File: src/npc_pkg.sv
package npc_pkg;

	// ======================================================================
	// bus geometry
	localparam int                 ADDR_W                  = 8;
	localparam int                 DATA_W                  = 32;

	// ======================================================================
	// register byte offsets
	localparam logic [ADDR_W-1:0]  OFS_STATUS_CONTROL      = 8'h00;
	localparam logic [ADDR_W-1:0]  OFS_SEND_PAYLOAD        = 8'h08;
	localparam logic [ADDR_W-1:0]  OFS_SEND_KEY_LAUNCH     = 8'h0c;
	localparam logic [ADDR_W-1:0]  OFS_RECEIVE_PAYLOAD     = 8'h10;
	localparam logic [ADDR_W-1:0]  OFS_RECEIVE_KEY         = 8'h14;

	// ======================================================================
	// status/control field positions
	localparam int                 SC_ID_LSB               = 0;
	localparam int                 SC_ID_W                 = 16;
	localparam int                 SC_CTRL_LSB             = 16;
	localparam int                 SC_KIND_BIT             = 25;
	localparam int                 SC_TXFULL_BIT           = 26;
	localparam int                 SC_SPARE_BIT            = 27;
	localparam int                 SC_PERR_BIT             = 28;
	localparam int                 SC_RXD_BIT              = 29;
	localparam int                 SC_IEN_BIT              = 30;
	localparam int                 SC_IPEND_BIT            = 31;

	// ======================================================================
	// reset values
	localparam logic [SC_ID_W-1:0] RST_OWN_CHIP_IDENTIFIER = 16'h0000;
	localparam logic               RST_KIND                = 1'b0;
	localparam logic               RST_SPARE               = 1'b0;
	localparam logic               RST_IEN                 = 1'b0;
	localparam logic [DATA_W-1:0]  RST_WORD                = 32'h0000_0000;

	// ======================================================================
	// control byte layout
	localparam int                 CB_W                    = 8;
	localparam int                 CB_PARITY               = 0;
	localparam int                 CB_SPARE                = 1;
	localparam int                 CB_STAMP_LSB            = 2;
	localparam int                 CB_SEQ_LSB              = 4;
	localparam int                 CB_DATA                 = 6;
	localparam int                 CB_TYPE                 = 7;
	localparam logic               TYPE_MULTICAST          = 1'b0;
	localparam logic               TYPE_POINT_TO_POINT     = 1'b1;
	localparam logic [1:0]         EMERGENCY_NORMAL        = 2'h0;

	// ======================================================================
	// packet layout: {payload, key, control}
	localparam int                 PKT_W                   = 72;
	localparam int                 PKT_CTRL_LSB            = 0;
	localparam int                 PKT_KEY_LSB             = 8;
	localparam int                 PKT_PAY_LSB             = 40;
	localparam int                 P2P_DEST_LSB            = 0;
	localparam int                 P2P_SRC_LSB             = 16;
	localparam int                 SK_SEQ_LSB              = 16;

endpackage

File: src/npc_comms_ctrl.sv
`timescale 1ns/10ps
`default_nettype none

module npc_comms_ctrl
	import npc_pkg::*;
(
	input  wire logic                      sys_clk,
	input  wire logic                      arst_n,
	input  wire logic [npc_pkg::ADDR_W-1:0] reg_addr,
	input  wire logic [npc_pkg::DATA_W-1:0] reg_wdata,
	input  wire logic                      reg_wr,
	input  wire logic                      reg_rd,
	output logic      [npc_pkg::DATA_W-1:0] reg_rdata,
	input  wire logic [1:0]                time_phase,
	output logic                           tx_valid,
	input  wire logic                      tx_ready,
	output logic      [npc_pkg::PKT_W-1:0]  tx_packet,
	input  wire logic                      rx_valid,
	output logic                           rx_ready,
	input  wire logic [npc_pkg::PKT_W-1:0]  rx_packet,
	output logic                           rx_irq
);

	import npc_pkg::*;

	typedef enum logic [0:0] {
		RX_EMPTY,
		RX_HELD
	} npc_rx_state_t;

	// ======================================================================
	// functions

	// receive key: a multicast key as sent, or the sender's identifier and sequence code of a point-to-point packet
	function automatic logic [DATA_W-1:0] npc_rx_key(input logic [PKT_W-1:0] pkt);
		logic [CB_W-1:0]   cb;
		logic [DATA_W-1:0] key;
		logic [DATA_W-1:0] res;
		cb  = pkt[PKT_CTRL_LSB +: CB_W];
		key = pkt[PKT_KEY_LSB +: DATA_W];
		res = '0;
		if (cb[CB_TYPE] == TYPE_MULTICAST) begin
			res = key;
		end else begin
			res[SC_ID_LSB +: SC_ID_W] = key[P2P_SRC_LSB +: SC_ID_W];
			res[SK_SEQ_LSB +: 2]      = cb[CB_SEQ_LSB +: 2];
		end
		return res;
	endfunction

	function automatic logic npc_hit(input logic [ADDR_W-1:0] a, input logic [ADDR_W-1:0] ofs);
		return a == ofs;
	endfunction

	// ======================================================================
	// configuration state
	logic [SC_ID_W-1:0] own_chip_identifier;
	logic               multicast_kind;
	logic               spare_value;
	logic               int_enable;
	logic [SC_ID_W-1:0] next_own_chip_identifier;
	logic               next_multicast_kind;
	logic               next_spare_value;
	logic               next_int_enable;

	logic               wr_status;
	logic               wr_payload;
	logic               wr_key;
	logic               rd_rx_key;

	always_comb begin
		wr_status = reg_wr && npc_hit(reg_addr, OFS_STATUS_CONTROL);
		wr_payload = reg_wr && npc_hit(reg_addr, OFS_SEND_PAYLOAD);
		wr_key = reg_wr && npc_hit(reg_addr, OFS_SEND_KEY_LAUNCH);
		rd_rx_key = reg_rd && npc_hit(reg_addr, OFS_RECEIVE_KEY);
	end

	always_comb begin
		next_own_chip_identifier = own_chip_identifier;
		next_multicast_kind      = multicast_kind;
		next_spare_value         = spare_value;
		next_int_enable          = int_enable;
		if (wr_status) begin
			next_own_chip_identifier = reg_wdata[SC_ID_LSB +: SC_ID_W];
			next_multicast_kind      = reg_wdata[SC_KIND_BIT];
			next_spare_value         = reg_wdata[SC_SPARE_BIT];
			next_int_enable          = reg_wdata[SC_IEN_BIT];
		end
	end

	always_ff @(posedge sys_clk or negedge arst_n) begin
		if (!arst_n) begin
			own_chip_identifier <= RST_OWN_CHIP_IDENTIFIER;
			multicast_kind      <= RST_KIND;
			spare_value         <= RST_SPARE;
			int_enable          <= RST_IEN;
		end else begin
			own_chip_identifier <= next_own_chip_identifier;
			multicast_kind      <= next_multicast_kind;
			spare_value         <= next_spare_value;
			int_enable          <= next_int_enable;
		end
	end

	// ======================================================================
	// transmit side
	logic [DATA_W-1:0] send_payload;
	logic              payload_armed;
	logic              tx_full;
	logic [PKT_W-1:0]  tx_hold;
	logic [DATA_W-1:0] next_send_payload;
	logic              next_payload_armed;
	logic              next_tx_full;
	logic [PKT_W-1:0]  next_tx_hold;
	logic              tx_leaving;
	logic              launch;
	logic [PKT_W-1:0]  tx_build;
	logic [CB_W-1:0]   tx_cb;
	logic [DATA_W-1:0] tx_key;
	logic              tx_fill;

	npc_parity #(
		.PKT_W  (PKT_W),
		.PAY_LSB(PKT_PAY_LSB),
		.PAR_BIT(PKT_CTRL_LSB + CB_PARITY)
	) u_tx_parity (
		.packet     (tx_build),
		.has_payload(payload_armed),
		.odd_fill   (tx_fill)
	);

	// control byte and key of a packet launched from the current settings
	always_comb begin
		tx_cb               = '0;
		tx_cb[CB_SPARE]     = spare_value;
		tx_cb[CB_STAMP_LSB +: 2] = time_phase;
		tx_cb[CB_DATA]      = payload_armed;
		tx_key              = '0;
		if (multicast_kind) begin
			tx_cb[CB_TYPE]         = TYPE_MULTICAST;
			tx_cb[CB_SEQ_LSB +: 2] = EMERGENCY_NORMAL;
			tx_key                 = reg_wdata;
		end else begin
			tx_cb[CB_TYPE]         = TYPE_POINT_TO_POINT;
			tx_cb[CB_SEQ_LSB +: 2] = reg_wdata[SK_SEQ_LSB +: 2];
			tx_key[P2P_DEST_LSB +: SC_ID_W] = reg_wdata[P2P_DEST_LSB +: SC_ID_W];
			tx_key[P2P_SRC_LSB +: SC_ID_W]  = own_chip_identifier;
		end
		tx_build = '0;
		tx_build[PKT_CTRL_LSB +: CB_W] = tx_cb;
		tx_build[PKT_KEY_LSB +: DATA_W] = tx_key;
		if (payload_armed) begin
			tx_build[PKT_PAY_LSB +: DATA_W] = send_payload;
		end
	end

	always_comb begin
		tx_leaving         = tx_full && tx_ready;
		// a key written while the slot is occupied and tx_ready is low is dropped
		launch             = wr_key && (!tx_full || tx_ready);
		next_send_payload  = send_payload;
		next_payload_armed = payload_armed;
		next_tx_full       = tx_full;
		next_tx_hold       = tx_hold;
		if (tx_leaving) begin
			next_tx_full = 1'b0;
		end
		if (launch) begin
			next_tx_full = 1'b1;
			next_tx_hold = tx_build;
			next_tx_hold[PKT_CTRL_LSB + CB_PARITY] = tx_fill;
			next_payload_armed = 1'b0;
		end
		if (wr_payload) begin
			next_send_payload  = reg_wdata;
			next_payload_armed = 1'b1;
		end
	end

	always_ff @(posedge sys_clk or negedge arst_n) begin
		if (!arst_n) begin
			send_payload  <= RST_WORD;
			payload_armed <= 1'b0;
			tx_full       <= 1'b0;
			tx_hold       <= '0;
		end else begin
			send_payload  <= next_send_payload;
			payload_armed <= next_payload_armed;
			tx_full       <= next_tx_full;
			tx_hold       <= next_tx_hold;
		end
	end

	always_comb begin
		tx_valid  = tx_full;
		tx_packet = tx_hold;
	end

	// ======================================================================
	// receive side
	npc_rx_state_t     rx_state;
	npc_rx_state_t     next_rx_state;
	logic [DATA_W-1:0] receive_payload;
	logic [DATA_W-1:0] receive_key;
	logic [CB_W-1:0]   rx_ctrl;
	logic              rx_parity_err;
	logic [DATA_W-1:0] next_receive_payload;
	logic [DATA_W-1:0] next_receive_key;
	logic [CB_W-1:0]   next_rx_ctrl;
	logic              next_rx_parity_err;
	logic              rx_take;
	logic              rx_fill;
	logic              rx_has_payload;
	logic              received;
	logic              int_pending;

	always_comb begin
		rx_has_payload = rx_packet[PKT_CTRL_LSB + CB_DATA];
	end

	npc_parity #(
		.PKT_W  (PKT_W),
		.PAY_LSB(PKT_PAY_LSB),
		.PAR_BIT(PKT_CTRL_LSB + CB_PARITY)
	) u_rx_parity (
		.packet     (rx_packet),
		.has_payload(rx_has_payload),
		.odd_fill   (rx_fill)
	);

	always_comb begin
		// a new packet is taken only after the receive key of the held one has been read
		rx_ready             = (rx_state == RX_EMPTY);
		rx_take              = rx_valid && rx_ready;
		next_rx_state        = rx_state;
		next_receive_payload = receive_payload;
		next_receive_key     = receive_key;
		next_rx_ctrl         = rx_ctrl;
		next_rx_parity_err   = rx_parity_err;
		unique case (rx_state)
			RX_EMPTY: begin
				if (rx_take) begin
					next_rx_state      = RX_HELD;
					next_receive_key   = npc_rx_key(rx_packet);
					next_rx_ctrl       = rx_packet[PKT_CTRL_LSB +: CB_W];
					next_rx_parity_err = rx_packet[PKT_CTRL_LSB + CB_PARITY] != rx_fill;
					if (rx_has_payload) begin
						next_receive_payload = rx_packet[PKT_PAY_LSB +: DATA_W];
					end
				end
			end
			RX_HELD: begin
				if (rd_rx_key) begin
					next_rx_state = RX_EMPTY;
				end
			end
		endcase
	end

	always_ff @(posedge sys_clk or negedge arst_n) begin
		if (!arst_n) begin
			rx_state        <= RX_EMPTY;
			receive_payload <= RST_WORD;
			receive_key     <= RST_WORD;
			rx_ctrl         <= '0;
			rx_parity_err   <= 1'b0;
		end else begin
			rx_state        <= next_rx_state;
			receive_payload <= next_receive_payload;
			receive_key     <= next_receive_key;
			rx_ctrl         <= next_rx_ctrl;
			rx_parity_err   <= next_rx_parity_err;
		end
	end

	always_comb begin
		received    = (rx_state == RX_HELD);
		int_pending = received && int_enable;
		rx_irq      = int_pending;
	end

	// ======================================================================
	// register read port
	logic [DATA_W-1:0] next_reg_rdata;
	logic [DATA_W-1:0] status_word;

	always_comb begin
		status_word                            = '0;
		status_word[SC_ID_LSB +: SC_ID_W]      = own_chip_identifier;
		status_word[SC_CTRL_LSB +: CB_W]       = rx_ctrl;
		status_word[SC_KIND_BIT]               = multicast_kind;
		status_word[SC_TXFULL_BIT]             = tx_full;
		status_word[SC_SPARE_BIT]              = spare_value;
		status_word[SC_PERR_BIT]               = rx_parity_err;
		status_word[SC_RXD_BIT]                = received;
		status_word[SC_IEN_BIT]                = int_enable;
		status_word[SC_IPEND_BIT]              = int_pending;
	end

	always_comb begin
		next_reg_rdata = '0;
		if (reg_rd) begin
			unique case (reg_addr)
				OFS_STATUS_CONTROL:  next_reg_rdata = status_word;
				OFS_RECEIVE_PAYLOAD: next_reg_rdata = receive_payload;
				OFS_RECEIVE_KEY:     next_reg_rdata = receive_key;
				default:             next_reg_rdata = '0;
			endcase
		end
	end

	always_ff @(posedge sys_clk or negedge arst_n) begin
		if (!arst_n) begin
			reg_rdata <= '0;
		end else begin
			reg_rdata <= next_reg_rdata;
		end
	end

endmodule

`default_nettype wire

File: src/npc_parity.sv
`timescale 1ns/10ps
`default_nettype none

// computes the parity bit that makes a packet odd, ignoring its own
// parity position and the payload field when no payload is present
module npc_parity #(
	parameter int PKT_W = 72,
	parameter int PAY_LSB = 40,
	parameter int PAR_BIT = 0
) (
	input  wire logic [PKT_W-1:0] packet,
	input  wire logic             has_payload,
	output logic                  odd_fill
);

	logic [PKT_W-1:0] masked;

	always_comb begin
		masked          = packet;
		masked[PAR_BIT] = 1'b0;
		if (!has_payload) begin
			masked[PKT_W-1:PAY_LSB] = '0;
		end
		odd_fill = ~(^masked);
	end

endmodule

`default_nettype wire

File: config.mk
export PLATFORM = sky130hd
export DESIGN_NAME = npc_comms_ctrl
export DESIGN_NICKNAME = d
export VERILOG_FILES = /design/src/npc_pkg.sv /design/src/npc_comms_ctrl.sv /design/src/npc_parity.sv
export SDC_FILE = /design/constraint.sdc
export NUM_CORES = 1
export LEC_CHECK = 0
export BUFFER_PORTS_ARGS = -buffer_cell sky130_fd_sc_hd__clkbuf_2
export CORE_UTILIZATION = 40
export DETAILED_ROUTE_END_ITERATION = 8
export PLACE_DENSITY = 0.64
export SLEW_MARGIN = 40
export SYNTH_ARGS = -nofsm -noshare
export SYNTH_HDL_FRONTEND = slang
export SYNTH_SLANG_ARGS = --single-unit
File: constraint.sdc
create_clock -name sys_clk -period 2 [get_ports sys_clk]
set_input_delay 0.1 -clock sys_clk [delete_from_list [all_inputs] [get_ports sys_clk]]
set_output_delay 0.1 -clock sys_clk [all_outputs]
set_load 0.02 [all_outputs]
== Yosys cells after proc, flatten, opt, wreduce, memory -nomap -nowiden ==
Index checks and enable logic that the tools add are counted.
W data, S select, Z words.

* Register bits after elaboration: 231
* Latch bits: 0
* Bits in writable memories: 0
* ROM bits: 0
* Input bits: 120
* Output and inout port bits: 107
* Logic and storage cells: 56
* Memories: 0

* $add $sub $neg: 0
* Multipliers: 0
* Divide/modulo/power cells: 0
* Order comparisons: 0
* Equal/unequal tests: 5
* Shift-type cells: 0
* Mux-type cells: 17
* Bitwise logic cells: 3
* Reduce and logical (&&, ||, !) cells: 17

{| class="wikitable"
|+ Operators with widths
! kind !! number
|-
| $mux W32 || 5
|-
| $reduce_xor A72 Y1 || 2
|-
| $pmux W32 S3 || 1
|-
| $mux W18 || 1
|-
| $eq A8 B4 Y1 const B || 2
|-
| $eq A8 B5 Y1 const B || 2
|-
| $mux W14 || 1
|-
| $logic_and A1 B1 Y1 || 8
|-
| $logic_not A8 Y1 || 1
|-
| $mux W1 || 7
|-
| $reduce_bool A2 Y1 || 2
|-
| $not A1 Y1 || 3
|-
| $reduce_and A3 Y1 || 1
|-
| $mux W2 || 1
|-
| $pmux W1 S2 || 1
|-
| $reduce_and A2 Y1 || 1
|-
| $logic_not A1 Y1 || 1
|-
| $logic_or A1 B1 Y1 || 1
|-
| $ne A1 B1 Y1 || 1
|}

== Depth between registers and ports, before layout ==
Gate-level depths: netlist (run 1).

* Word-level depth: 5
* Mapped depth: 8
* Gate-level depth less buffers: 7

== By module ==
From an unflattened synthesis (run 1), not the netlist that was laid out.

* Cell total of the unflattened synthesis: 889
* Area, all modules: 11370.9 um^2

{| class="wikitable"
|+ By module, submodules not included
! module !! times used !! cells each !! area an instance (um^2) !! seq. area each (um^2)
|-
| npc_comms_ctrl || 1 || 749 || 10109.7 || 5780.5
|-
| npc_parity || 2 || 70 || 630.6 || 0.0
|}

== Worst setup path after synthesis (run 1) ==
No wires, ideal clock.

* Path kind: register to register
* Start: register multicast_kind
* End: register tx_hold[0] (netlist: tx_packet[0])
* Setup time: 92 ps
* Arrival time: 1947 ps
* Data required time: 1908 ps
* Path slack: -39 ps
* Stages on the path, launching flop included: 8
* Path buffers: 1
* Period minus slack after synthesis: 2039 ps
* Path through: dfrtp_1 buf_6 mux2i_1 xnor3_1 xnor3_1 xnor3_1 and3_1 o31ai_2

* Word-level cells in the longest chain between the ends: 3
* Elaborated cells between the ends (all ways): 5
* Classes of those cells: mux (3); bitwise (1); reduce/logical (1)

{| class="wikitable"
|+ RTL lines
! element !! line !! source
|-
| start, declared || npc_comms_ctrl.sv:58 || <nowiki>logic multicast_kind;</nowiki>
|-
| start signal, assigned || npc_comms_ctrl.sv:99 || <nowiki>multicast_kind <= next_multicast_kind;</nowiki>
|-
| $mux W2 (tied with other cells) || npc_comms_ctrl.sv:139 || <nowiki>if (multicast_kind) begin</nowiki>
|-
| $reduce_xor A72 Y1 (*) || npc_parity.sv:24 || <nowiki>odd_fill = ~(^masked);</nowiki>
|-
| $not A1 Y1 (*) || npc_parity.sv:24 ||
|-
| end signal, assigned || npc_comms_ctrl.sv:190 || <nowiki>tx_hold <= next_tx_hold;</nowiki>
|-
| end, declared || npc_comms_ctrl.sv:110 || <nowiki>logic [PKT_W-1:0] tx_hold;</nowiki>
|}

Every way passes the cells marked *; elsewhere a longest branch is shown, timed or not.
A chain may end at the register's enable or synchronous reset.

== Final worst setup path (run 1) ==
Ends and elaborated chain as after synthesis.

==> results of run 1 <==
-- placed cells by master (no fill, tap or decap), types with 2 or more instances in the layout --
cell type / n
clkbuf_1: 5
clkinv_2: 3
xnor2_1: 110
mux2_2: 110
xor2_1: 25
nor2_1: 64
and2_1: 2
bufinv_16: 2
xnor3_1: 5
mux2i_1: 73
nand3_1: 2
nand2b_1: 17
inv_1: 2
dfrtp_1: 231
dlygate4sd3_1: 108
clkbuf_8: 9
nand2_1: 126
clkbuf_2: 225
buf_12: 8
a21oi_1: 32
buf_4: 43
clkbuf_16: 27
o21ai_0: 85
-- routing by layer --
| layer | routed length (um) | part of all wire | vias up | track usage |
|---|---|---|---|---|
| met5 | 0 | 0 | - | 0 |
| met1 | 13600 | 0.45 | 3927 | 0.302 |
| li1 | - | - | 3898 | - |
| met4 | 879 | 0.029 | 0 | 0.0753 |
| met3 | 1350 | 0.045 | 55 | 0.0303 |
| met2 | 14100 | 0.47 | 220 | 0.350 |
-- report_power, final --
| part | total (mW) | switching, mW | internal, mW | leakage [nW] |
|---|---|---|---|---|
| combinational | 2.56 | 1.17 | 1.39 | 3.60 |
| clock | 4.93 | 1.89 | 3.05 | 0.443 |
| sequential | 5.59 | 0.335 | 5.25 | 3.15 |
-- registers in the layout, summed over array words and instances, names as in the netlist, 8 cells and up --
name / count
rx_ctrl: 8
tx_packet: 72
send_payload: 32
reg_rdata: 32
own_chip_identifier: 16
receive_payload: 32
receive_key: 32
-- final timing paths --
path / startpoint / depth (start not counted) / end / slack, ns
max: multicast_kind / 7 / tx_packet[0] / -0.008
min: rx_valid / 3 / received / 0.03
max reg2reg: multicast_kind / 7 / tx_packet[0] / -0.008
min reg2reg: tx_packet[48] / 2 / tx_packet[48] / 0.48
max in group asynchronous: arst_n / 3 / tx_packet[5] / 1.13
min in group asynchronous: arst_n / 2 / tx_packet[13] / 0.18
-- synthesized netlist by cell type --
| library cell | n |
|---|---|
| a21oi_1 | 32 |
| and2_1 | 2 |
| and3_1 | 2 |
| and4b_1 | 1 |
| buf_1 | 7 |
| buf_2 | 3 |
| buf_6 | 1 |
| clkbuf_1 | 44 |
| dfrtp_1 | 231 |
| inv_1 | 2 |
| mux2_2 | 110 |
| mux2i_1 | 74 |
| nand2_1 | 127 |
| nand2b_1 | 17 |
| nand3_1 | 2 |
| nand4_1 | 1 |
| nand4b_1 | 1 |
| nor2_1 | 64 |
| nor2b_1 | 2 |
| nor3_1 | 1 |
| o21ai_0 | 85 |
| o31ai_2 | 1 |
| xnor2_1 | 110 |
| xnor3_1 | 5 |
| xor2_1 | 26 |
-- logic make-up (layout without fill, tap and decap cells) --
| logic type | Yosys count | in the layout | share of synthesized area |
|---|---|---|---|
| compound gates | 118 | 118 | 0.0554 |
| xor+xnor | 141 | 141 | 0.121 |
| buf+inv | 57 | 436 | 0.0209 |
| flops | 231 | 231 | 0.536 |
| mux | 184 | 184 | 0.183 |
| simple gates | 220 | 220 | 0.0835 |
-- through the flow --
stage	util	setup WS [ns]	power (mW)	hold WS (ns)	instances
global placement	0.480	-0.00755	7.99	0.141	1507
detailed placement	0.480	-0.0570	8.06	0.148	1507
finish	0.557	-0.00778	13.1	0.0290	1665
global route	0.557	-0.0754	13.7	0.0586	1665
floorplan	-	0.0854	7.24	-0.196	951
CTS	0.556	-0.0311	13.2	0.0238	1665
-- cell type report --
cell class,count,area [um2],share of cell area
Clock buffer,41,818,0.0559
Clock inverter,6,82.6,0.00564
Inverter,2,7.51,0.000513
Multi-Input combinational cell,663,4800,0.328
Sequential cell,231,5780,0.395
Tap cell,335,419,0.0286
Timing Repair Buffer,387,2720,0.186
-- worst max-delay path, delay by kind of cell, from the launching register on --
kind                   cells  cell delay, ns
multiplexers               1            0.22
XOR/XNOR                   3            0.80
AO/OA/AOI/OAI              1            0.16
AND/OR/NAND/NOR            1            0.18
buffers and inverters      1            0.15
flip-flops                 1            0.40
-- repair_timing --
item | in CTS | in global routing
hold buffers | 108 | 0
gates cloned | 1 | 0
endpoints found under the setup margin | 1 | 1
endpoints found under the hold margin | 227 | 0
gates resized for setup | 2 | 2
pin swaps | 0 | 0
setup buffers | 2 | 0
==> qor.yml, run 1 <==
status: "complete, but fails checks"
violations: "design-rule violations, negative setup slack"
cts_tree: "built"
fin_area_um2: 14600
antenna_cells: 0
syn_inst: 951
wirelength_um: 29900
grt_pass1_vias: 8339
remaining_drc_errors: 10
dp_hpwl_um: 21000
path_clk_slew_ns: 0.06
ys_warn_count: 0
htree_levels: 1
ir_worst_vdd_mv: 0.622
path_cells: "buf_6 > mux2i_2 > xnor3_1 > xnor3_1 > xnor3_1 > and3_4 > o31ai_2"
drive_gt1_frac: 0.329
hp-class: "primary input to flip-flop"
drt_pass1_iterations: 8
vias_per_cell: 4.86
grt_usage: 0.218
max_slew.worst_pin.slew_ns: 0.653
maxSlewViolCount: 0
numPortBuffers: 226
setup_viol: 1
critPathKind: "flip-flop to flip-flop"
routedWlPerCell_um: 17.9
p_per_area_nw_per_um2: 894
core_region_area_um2: 26300
chipWidth_um: 166
final-hold-violation-count: 0
nFillCells: 2262
dieArea_um2: 27600
clockBufferDepth: 3
gp_congestion: 0.835
finalNetCount: 1432
die-height_um: 166
arrival_ns: 2.44
syn-num-nets: 1071
ys_ff_latch: 231
synth_top_area_share: 0.536
tns_ns: -0.00778
finClkSkew_ns: 0.0191
place_area_um2: 12600
ios: 227
max-cap-violations: 0
critPathLaunchType: "flip-flop"
cpPeakStageDelay_ns: 0.40
p_leak_nw: 7.19
min_period_ns: 2.01
areaGrowthSynthToFinish_pct: 35.6
syn_avg_cell_area_um2: 11.3
yosysTopAreaCell: "dfrtp_1"
layout_setup_ws_ns: -0.00778
fmaxAchievable_ghz: 0.498
drt_iter0_drc: 434
grt_first_pass_wirelength_um: 46900
ant_nets: 0
crit_path_frequent_cell: "xnor3_1"
grt_max_degree: 126
period_share: 1.00
clockRootBuffer: "clkbuf_16"
initial_core_util: 0.410
rsz0062_at_grt: "yes"
max_slew_margin: 0.565
rows: 59
synth_cell_types: 25
vias: 8100
numCtsBuffers: 27
crit_required_ns: 2.43
clkLatencyLatePin_ns: 0.53
end_kind: "flip-flop"
syn_area_um2: 10800
path_max_fanout: 5
cp_slowest_cell: "dfrtp_1"
antenna_found_initial: 0
ys_seq_area_frac: 0.536
clock_sinks: 231
gr-total-overflow: 0
synth_area_leaders: "dfrtp_1, mux2_2, xnor2_1, mux2i_1, nand2_1"
Power figures use the tool's default switching activity.
==> run 2, diff against run 1 <==
--- a/config.mk
+++ b/config.mk
@@ -5,10 +5,12 @@
 export SDC_FILE = /design/constraint.sdc
 export NUM_CORES = 1
 export LEC_CHECK = 0
+export ABC_AREA = 1
 export BUFFER_PORTS_ARGS = -buffer_cell sky130_fd_sc_hd__clkbuf_2
 export CORE_UTILIZATION = 40
+export CTS_CLUSTER_DIAMETER = 100
 export DETAILED_ROUTE_END_ITERATION = 8
-export PLACE_DENSITY = 0.64
+export PLACE_DENSITY = 0.63
 export SLEW_MARGIN = 40
 export SYNTH_ARGS = -nofsm -noshare
 export SYNTH_HDL_FRONTEND = slang
==> qor.yml, run 2 <==
htree_levels: 1
cpPeakStageDelay_ns: 0.45
p_leak_nw: 8.61
synth_top_area_share: 0.475
max_slew_margin: 0.619
ys_ff_latch: 231
rows: 63
initial_core_util: 0.409
numPortBuffers: 226
grt_max_degree: 77
crit_required_ns: 2.43
ios: 227
synth_top_flop_cell: "dfrtp_1"
clkLatencyLatePin_ns: 0.54
crit_path_frequent_cell: "nand2_1"
p_comb_frac: 0.198
synth_cell_types: 36
drt_pass1_iterations: 5
vias: 11800
fmaxAchievable_ghz: 0.521
finish.utilization: 0.538
maxSlewViolCount: 0
ir_worst_vdd_mv: 0.520
p_per_area_nw_per_um2: 896
cts_tree: "built"
hp-class: "primary input to flip-flop"
ys_async_sr_fraction: 1.00
crit_start: "multicast_kind"
routedWlPerCell_um: 15.4
syn-num-nets: 1747
ys_warn_count: 0
largest_register_ffs: 72
final_cell_mix: "nand2_1, dfrtp_1, clkbuf_2, inv_1, o21ai_0"
grt_first_pass_wirelength_um: 58100
pwr-share-seq: 0.408
yosysMostFrequentCell: "nand2_1"
dieArea_um2: 31100
ant_nets: 0
clock_sinks: 231
min_period_ns: 1.92
switching_share: 0.280
chipWidth_um: 176
period_share: 0.960
clock_power_share: 0.394
grt_usage: 0.238
finalNetCount: 2077
synth_common_cells: "nand2_1, dfrtp_1, inv_1"
path_max_fanout: 26
critical_path_buf_inv_count: 2
clockBufferDepth: 3
vias_per_cell: 4.97
clockRootBuffer: "clkbuf_16"
wirelength_um: 36500
arrival_ns: 2.35
p_sw_mw: 4.03
max_slew.worst_pin.slew_ns: 0.571
finClkSkew_ns: 0.0212
power.internal_mw: 10.3
critPathLaunchType: "flip-flop"
status: "finished, final reports clean"
final_common_cell: "nand2_1"
syn_inst: 1627
crit_family: "simple AND/OR/NAND/NOR gates"
syn_avg_cell_area_um2: 7.48
nFillCells: 2812
drt_iter0_drc: 746
path_clk_slew_ns: 0.06
worst_hold_slack_ns: 0.00671
max-cap-violations: 0
final-hold-violation-count: 0
critPathKind: "flip-flop to flip-flop"
place_area_um2: 13800
r2r_start: "multicast_kind"
synth_edf_count: 0
cp_slowest_cell: "dfrtp_2"
remaining_drc_errors: 0
grt_pass1_vias: 11300
syn_area_um2: 12200
yosysTopAreaCell: "dfrtp_1"
gp_congestion: 0.854
hold_start: "reg_wdata[8]"
ys_seq_area_frac: 0.475
areaGrowthSynthToFinish_pct: 31.6
end_kind: "flip-flop"
numCtsBuffers: 27
drive_gt1_frac: 0.185
die-height_um: 176
dp_hpwl_um: 26400
fin_area_um2: 16000
path_cells: "buf_6 > o21ai_0 > nand2_1 > nand2_1 > nand2_1 > nand2_1 > nand2_1 > nand3_1 > nand2_1 > nand2_1 > nand2_1 > inv_1 > nand2_1 > nand3_1 > nand2_1"
core_region_area_um2: 29800
antenna_found_initial: 0
synth_area_leaders: "dfrtp_1, nand2_1, o21ai_0, inv_1, xnor2_1"
setup_viol: 0
rsz0062_at_grt: "yes"
gr-total-overflow: 0
run 2: changes by cell type after synthesis, moves of 24 or more:
cell     previous run  this run
a21oi_1            32         8
inv_1               2       206
mux2_2            110        26
mux2i_1            74         0
nand2_1           127       675
nand3_1             2        43
o21ai_0            85       178
xnor2_1           110        38
run 2: cell families (layout without fill, tap and decap cells):
family | count (synthesis) | after routing | share of synthesized area
mux | 26 | 26 | 0.0240
other cells | 0 | 1 | 0
simple gates | 782 | 782 | 0.251
compound gates | 250 | 250 | 0.115
flops | 231 | 231 | 0.475
buf+inv | 277 | 626 | 0.0913
xor+xnor | 61 | 61 | 0.0439
run 2: timing repair:
| item | in CTS | in global routing |
|---|---|---|
| hold buffers | 106 | 0 |
| resized for setup | 0 | 32 |
| buffers inserted | 0 | 0 |
| endpoints found under the setup margin | 0 | 1 |
| endpoints found under the hold margin | 341 | 0 |
run 2: path summary, 6_finish.rpt:
check | to | slack [ns] | cells past startpoint
worst min-delay path | own_chip_identifier[8] | 0.007 | 3
min in group asynchronous | tx_packet[50] | 0.07 | 2
worst max-delay path | tx_packet[0] | 0.08 | 15
worst max register to register | tx_packet[0] | 0.08 | 15
max in group asynchronous | reg_rdata[14] | 1.17 | 3
worst min register to register | tx_packet[7] | 0.48 | 2
run 2: cell type report:
| class | instances | area (um2) | area share |
|---|---|---|---|
| Timing Repair Buffer | 368 | 2590 | 0.162 |
| Sequential cell | 231 | 5780 | 0.361 |
| Clock inverter | 12 | 273 | 0.0170 |
| Inverter | 210 | 791 | 0.0493 |
| Tap cell | 390 | 488 | 0.0304 |
| Antenna cell | 1 | 2.50 | 0.000156 |
| Clock buffer | 36 | 749 | 0.0468 |
| Multi-Input combinational cell | 1119 | 5350 | 0.334 |
run 2: worst register-to-register path: stages (launching register included):
cell     delay [ns]
dfrtp_2        0.45
buf_6          0.18
o21ai_0        0.30
nand2_1        0.09
nand2_1        0.10
nand2_1        0.05
nand2_1        0.09
nand2_1        0.07
nand3_1        0.08
nand2_1        0.05
nand2_1        0.06
nand2_1        0.06
inv_1          0.05
nand2_1        0.05
nand3_1        0.07
nand2_1        0.05
run 2: metrics by stage:
stage / power [mW] / std cells / setup TNS (ns) / setup slack [ns]
2_1_floorplan: 7.67 / 1627 / 0 / 0.291
3_3_place_gp: 8.46 / 2211 / 0 / 0.103
3_5_place_dp: 8.56 / 2211 / 0 / 0.0654
4_1_cts: 14.4 / 2365 / 0 / 0.0385
5_1_grt: 15.2 / 2366 / -0.0896 / -0.0896
6_report: 14.4 / 2367 / 0 / 0.0803
run 2: layer usage:
metal	up-vias	GRT usage	routed length, um
li1	5749	-	-
met1	5599	0.314	15900
met2	349	0.398	17300
met3	71	0.0377	2170
met4	0	0.0754	1140
met5	-	0	0
run 2: power groups by stage:
stage                     Clock, mW  Sequential, mW  Combinational [mW]
final                          5.66            5.87                2.84
after global routing           5.95            5.96                3.25
after CTS                      5.75            5.86                2.81
after detailed placement          0            5.94                2.63
after global placement            0            5.91                2.55
after floorplan                   0            5.85                1.82
==> run 3, diff against run 2 <==
--- a/config.mk
+++ b/config.mk
@@ -7,10 +7,12 @@
 export LEC_CHECK = 0
 export ABC_AREA = 1
 export BUFFER_PORTS_ARGS = -buffer_cell sky130_fd_sc_hd__clkbuf_2
-export CORE_UTILIZATION = 40
+export CELL_PAD_IN_SITES_DETAIL_PLACEMENT = 0
+export CELL_PAD_IN_SITES_GLOBAL_PLACEMENT = 1
+export CORE_UTILIZATION = 37
 export CTS_CLUSTER_DIAMETER = 100
 export DETAILED_ROUTE_END_ITERATION = 8
-export PLACE_DENSITY = 0.63
+export PLACE_DENSITY = 0.77
 export SLEW_MARGIN = 40
 export SYNTH_ARGS = -nofsm -noshare
 export SYNTH_HDL_FRONTEND = slang
==> qor.yml, run 3 (synthesized netlist as in run 2, its figures left out) <==
worstRegToRegCells: 15
numCtsBuffers: 26
dieArea_um2: 33600
place_area_um2: 14000
fmaxAchievable_ghz: 0.533
gr-total-overflow: 0
switching_share: 0.296
critPathKind: "flip-flop to flip-flop"
core_region_area_um2: 32500
grt_max_degree: 66
chipWidth_um: 183
largest_register_ffs: 72
p_comb_frac: 0.211
p_per_area_nw_per_um2: 849
gp_congestion: 0.854
die-height_um: 183
end_kind: "flip-flop"
clockRootBuffer: "clkbuf_16"
finalNetCount: 2086
vias_per_cell: 4.71
arrival_ns: 2.30
clock_power_share: 0.355
drt_iter0_drc: 629
rsz0062_at_grt: "yes"
maxSlewViolCount: 0
dp_hpwl_um: 28100
pwr-share-seq: 0.434
fin_area_um2: 16000
grt_first_pass_wirelength_um: 59100
clkLatencyLatePin_ns: 0.53
rows: 66
post_cts_buffers: 0
setup_viol: 0
status: "finished, final reports clean"
final_common_cell: "nand2_1"
grt_pass1_vias: 10900
clockBufferDepth: 3
remaining_drc_errors: 0
nFillCells: 3214
max_slew.worst_pin.slew_ns: 0.614
drt_pass1_iterations: 5
drive_gt1_frac: 0.183
wirelength_um: 38100
power.internal_mw: 9.54
ios: 227
hp-class: "primary input to flip-flop"
grt_usage: 0.226
vias: 11400
critPathLaunchType: "flip-flop"
finClkSkew_ns: 0.0125
numPortBuffers: 226
ant_nets: 0
htree_levels: 1
min_period_ns: 1.88
power_mw: 13.5
holdPathStages: 3
p_sw_mw: 4.00
path_clk_slew_ns: 0.06
cts_tree: "built"
routedWlPerCell_um: 15.7
initial_core_util: 0.375
crit_required_ns: 2.43
ir_worst_vdd_mv: 0.572
p_leak_nw: 8.56
max_slew_margin: 0.591
clock_sinks: 231
max-cap-violations: 0
period_share: 0.938
antenna_found_initial: 2
final_cell_mix: "nand2_1, dfrtp_1, clkbuf_2, inv_1, o21ai_0"
final-hold-violation-count: 0
path_max_fanout: 25
areaGrowthSynthToFinish_pct: 31.0
run 3: changes by cell type in the layout (fill, tap and decap cells not counted), moves of 2 or more:
cell       delta
buf_4        +11
nand2_2       -7
nand2_1       +7
o21ai_1       +2
clkbuf_8      +3
clkinv_2      +4
bufinv_16     -7
clkbuf_1      +2
run 3: final cells by class:
class | instances | area [um2] | share of cell area
tap | 442 | 553 | 0.0347
sequential | 231 | 5780 | 0.362
inverter | 210 | 791 | 0.0496
timing repair buffer | 378 | 2650 | 0.166
clock inverter | 7 | 62.6 | 0.00392
multi-input combinational | 1119 | 5320 | 0.333
clock buffer | 41 | 798 | 0.0500
antenna | 1 | 2.50 | 0.000157
run 3: worst max-delay path, stage by stage (launching register included):
cell	delay (ns)
dfrtp_2	0.44
buf_6	0.18
o21ai_1	0.26
nand2_1	0.08
nand2_1	0.09
nand2_1	0.05
nand2_1	0.08
nand2_1	0.07
nand3_1	0.08
nand2_1	0.07
nand2_1	0.08
inv_1	0.05
nor2_2	0.07
nand2_1	0.05
nand3_1	0.06
nand2_1	0.05
run 3: power by group through the flow:
stage	Clock [mW]	Sequential, mW	Combinational (mW)
final	4.82	5.88	2.85
after global routing	5.10	5.96	3.24
after CTS	4.92	5.87	2.85
after detailed placement	0	5.95	2.67
after global placement	0	5.92	2.59
after floorplan	0	5.85	1.82
run 3: final timing paths:
kind | startpoint | endpoint | slack (ns)
max | multicast_kind | tx_packet[0] | 0.12
min | reg_wdata[2] | tx_packet[10] | 0.02
max reg2reg | multicast_kind | tx_packet[0] | 0.12
min reg2reg | tx_packet[41] | tx_packet[41] | 0.48
max in group asynchronous | arst_n | receive_payload[21] | 1.08
min in group asynchronous | arst_n | tx_packet[52] | 0.10
run 3: what timing repair did:
item | in CTS | in global routing
hold endpoints to repair | 240 | 0
hold buffers | 107 | 0
endpoints found under the setup margin | 0 | 1
gates resized for setup | 0 | 20
run 3: metrics by stage:
step                setup slack (ns)   util  setup TNS [ns]  hold WS, ns  instances
finish                         0.124  0.492               0       0.0213       2429
global route                 -0.0719  0.492         -0.0719       0.0348       2429
global placement              0.0950  0.430               0        0.104       2272
floorplan                      0.291      -               0       -0.196       1627
detailed placement            0.0750  0.430               0        0.102       2272
CTS                           0.0635  0.490               0      0.00472       2427
run 3: layer usage:
layer	part of all wire	wire length, um	track usage	vias to the layer above
met3	0.042	1590	0.0260	66
met2	0.47	17900	0.377	285
li1	-	-	-	5765
met1	0.46	17400	0.309	5329
met4	0.029	1120	0.0657	2
met5	0.00026	10	0	-
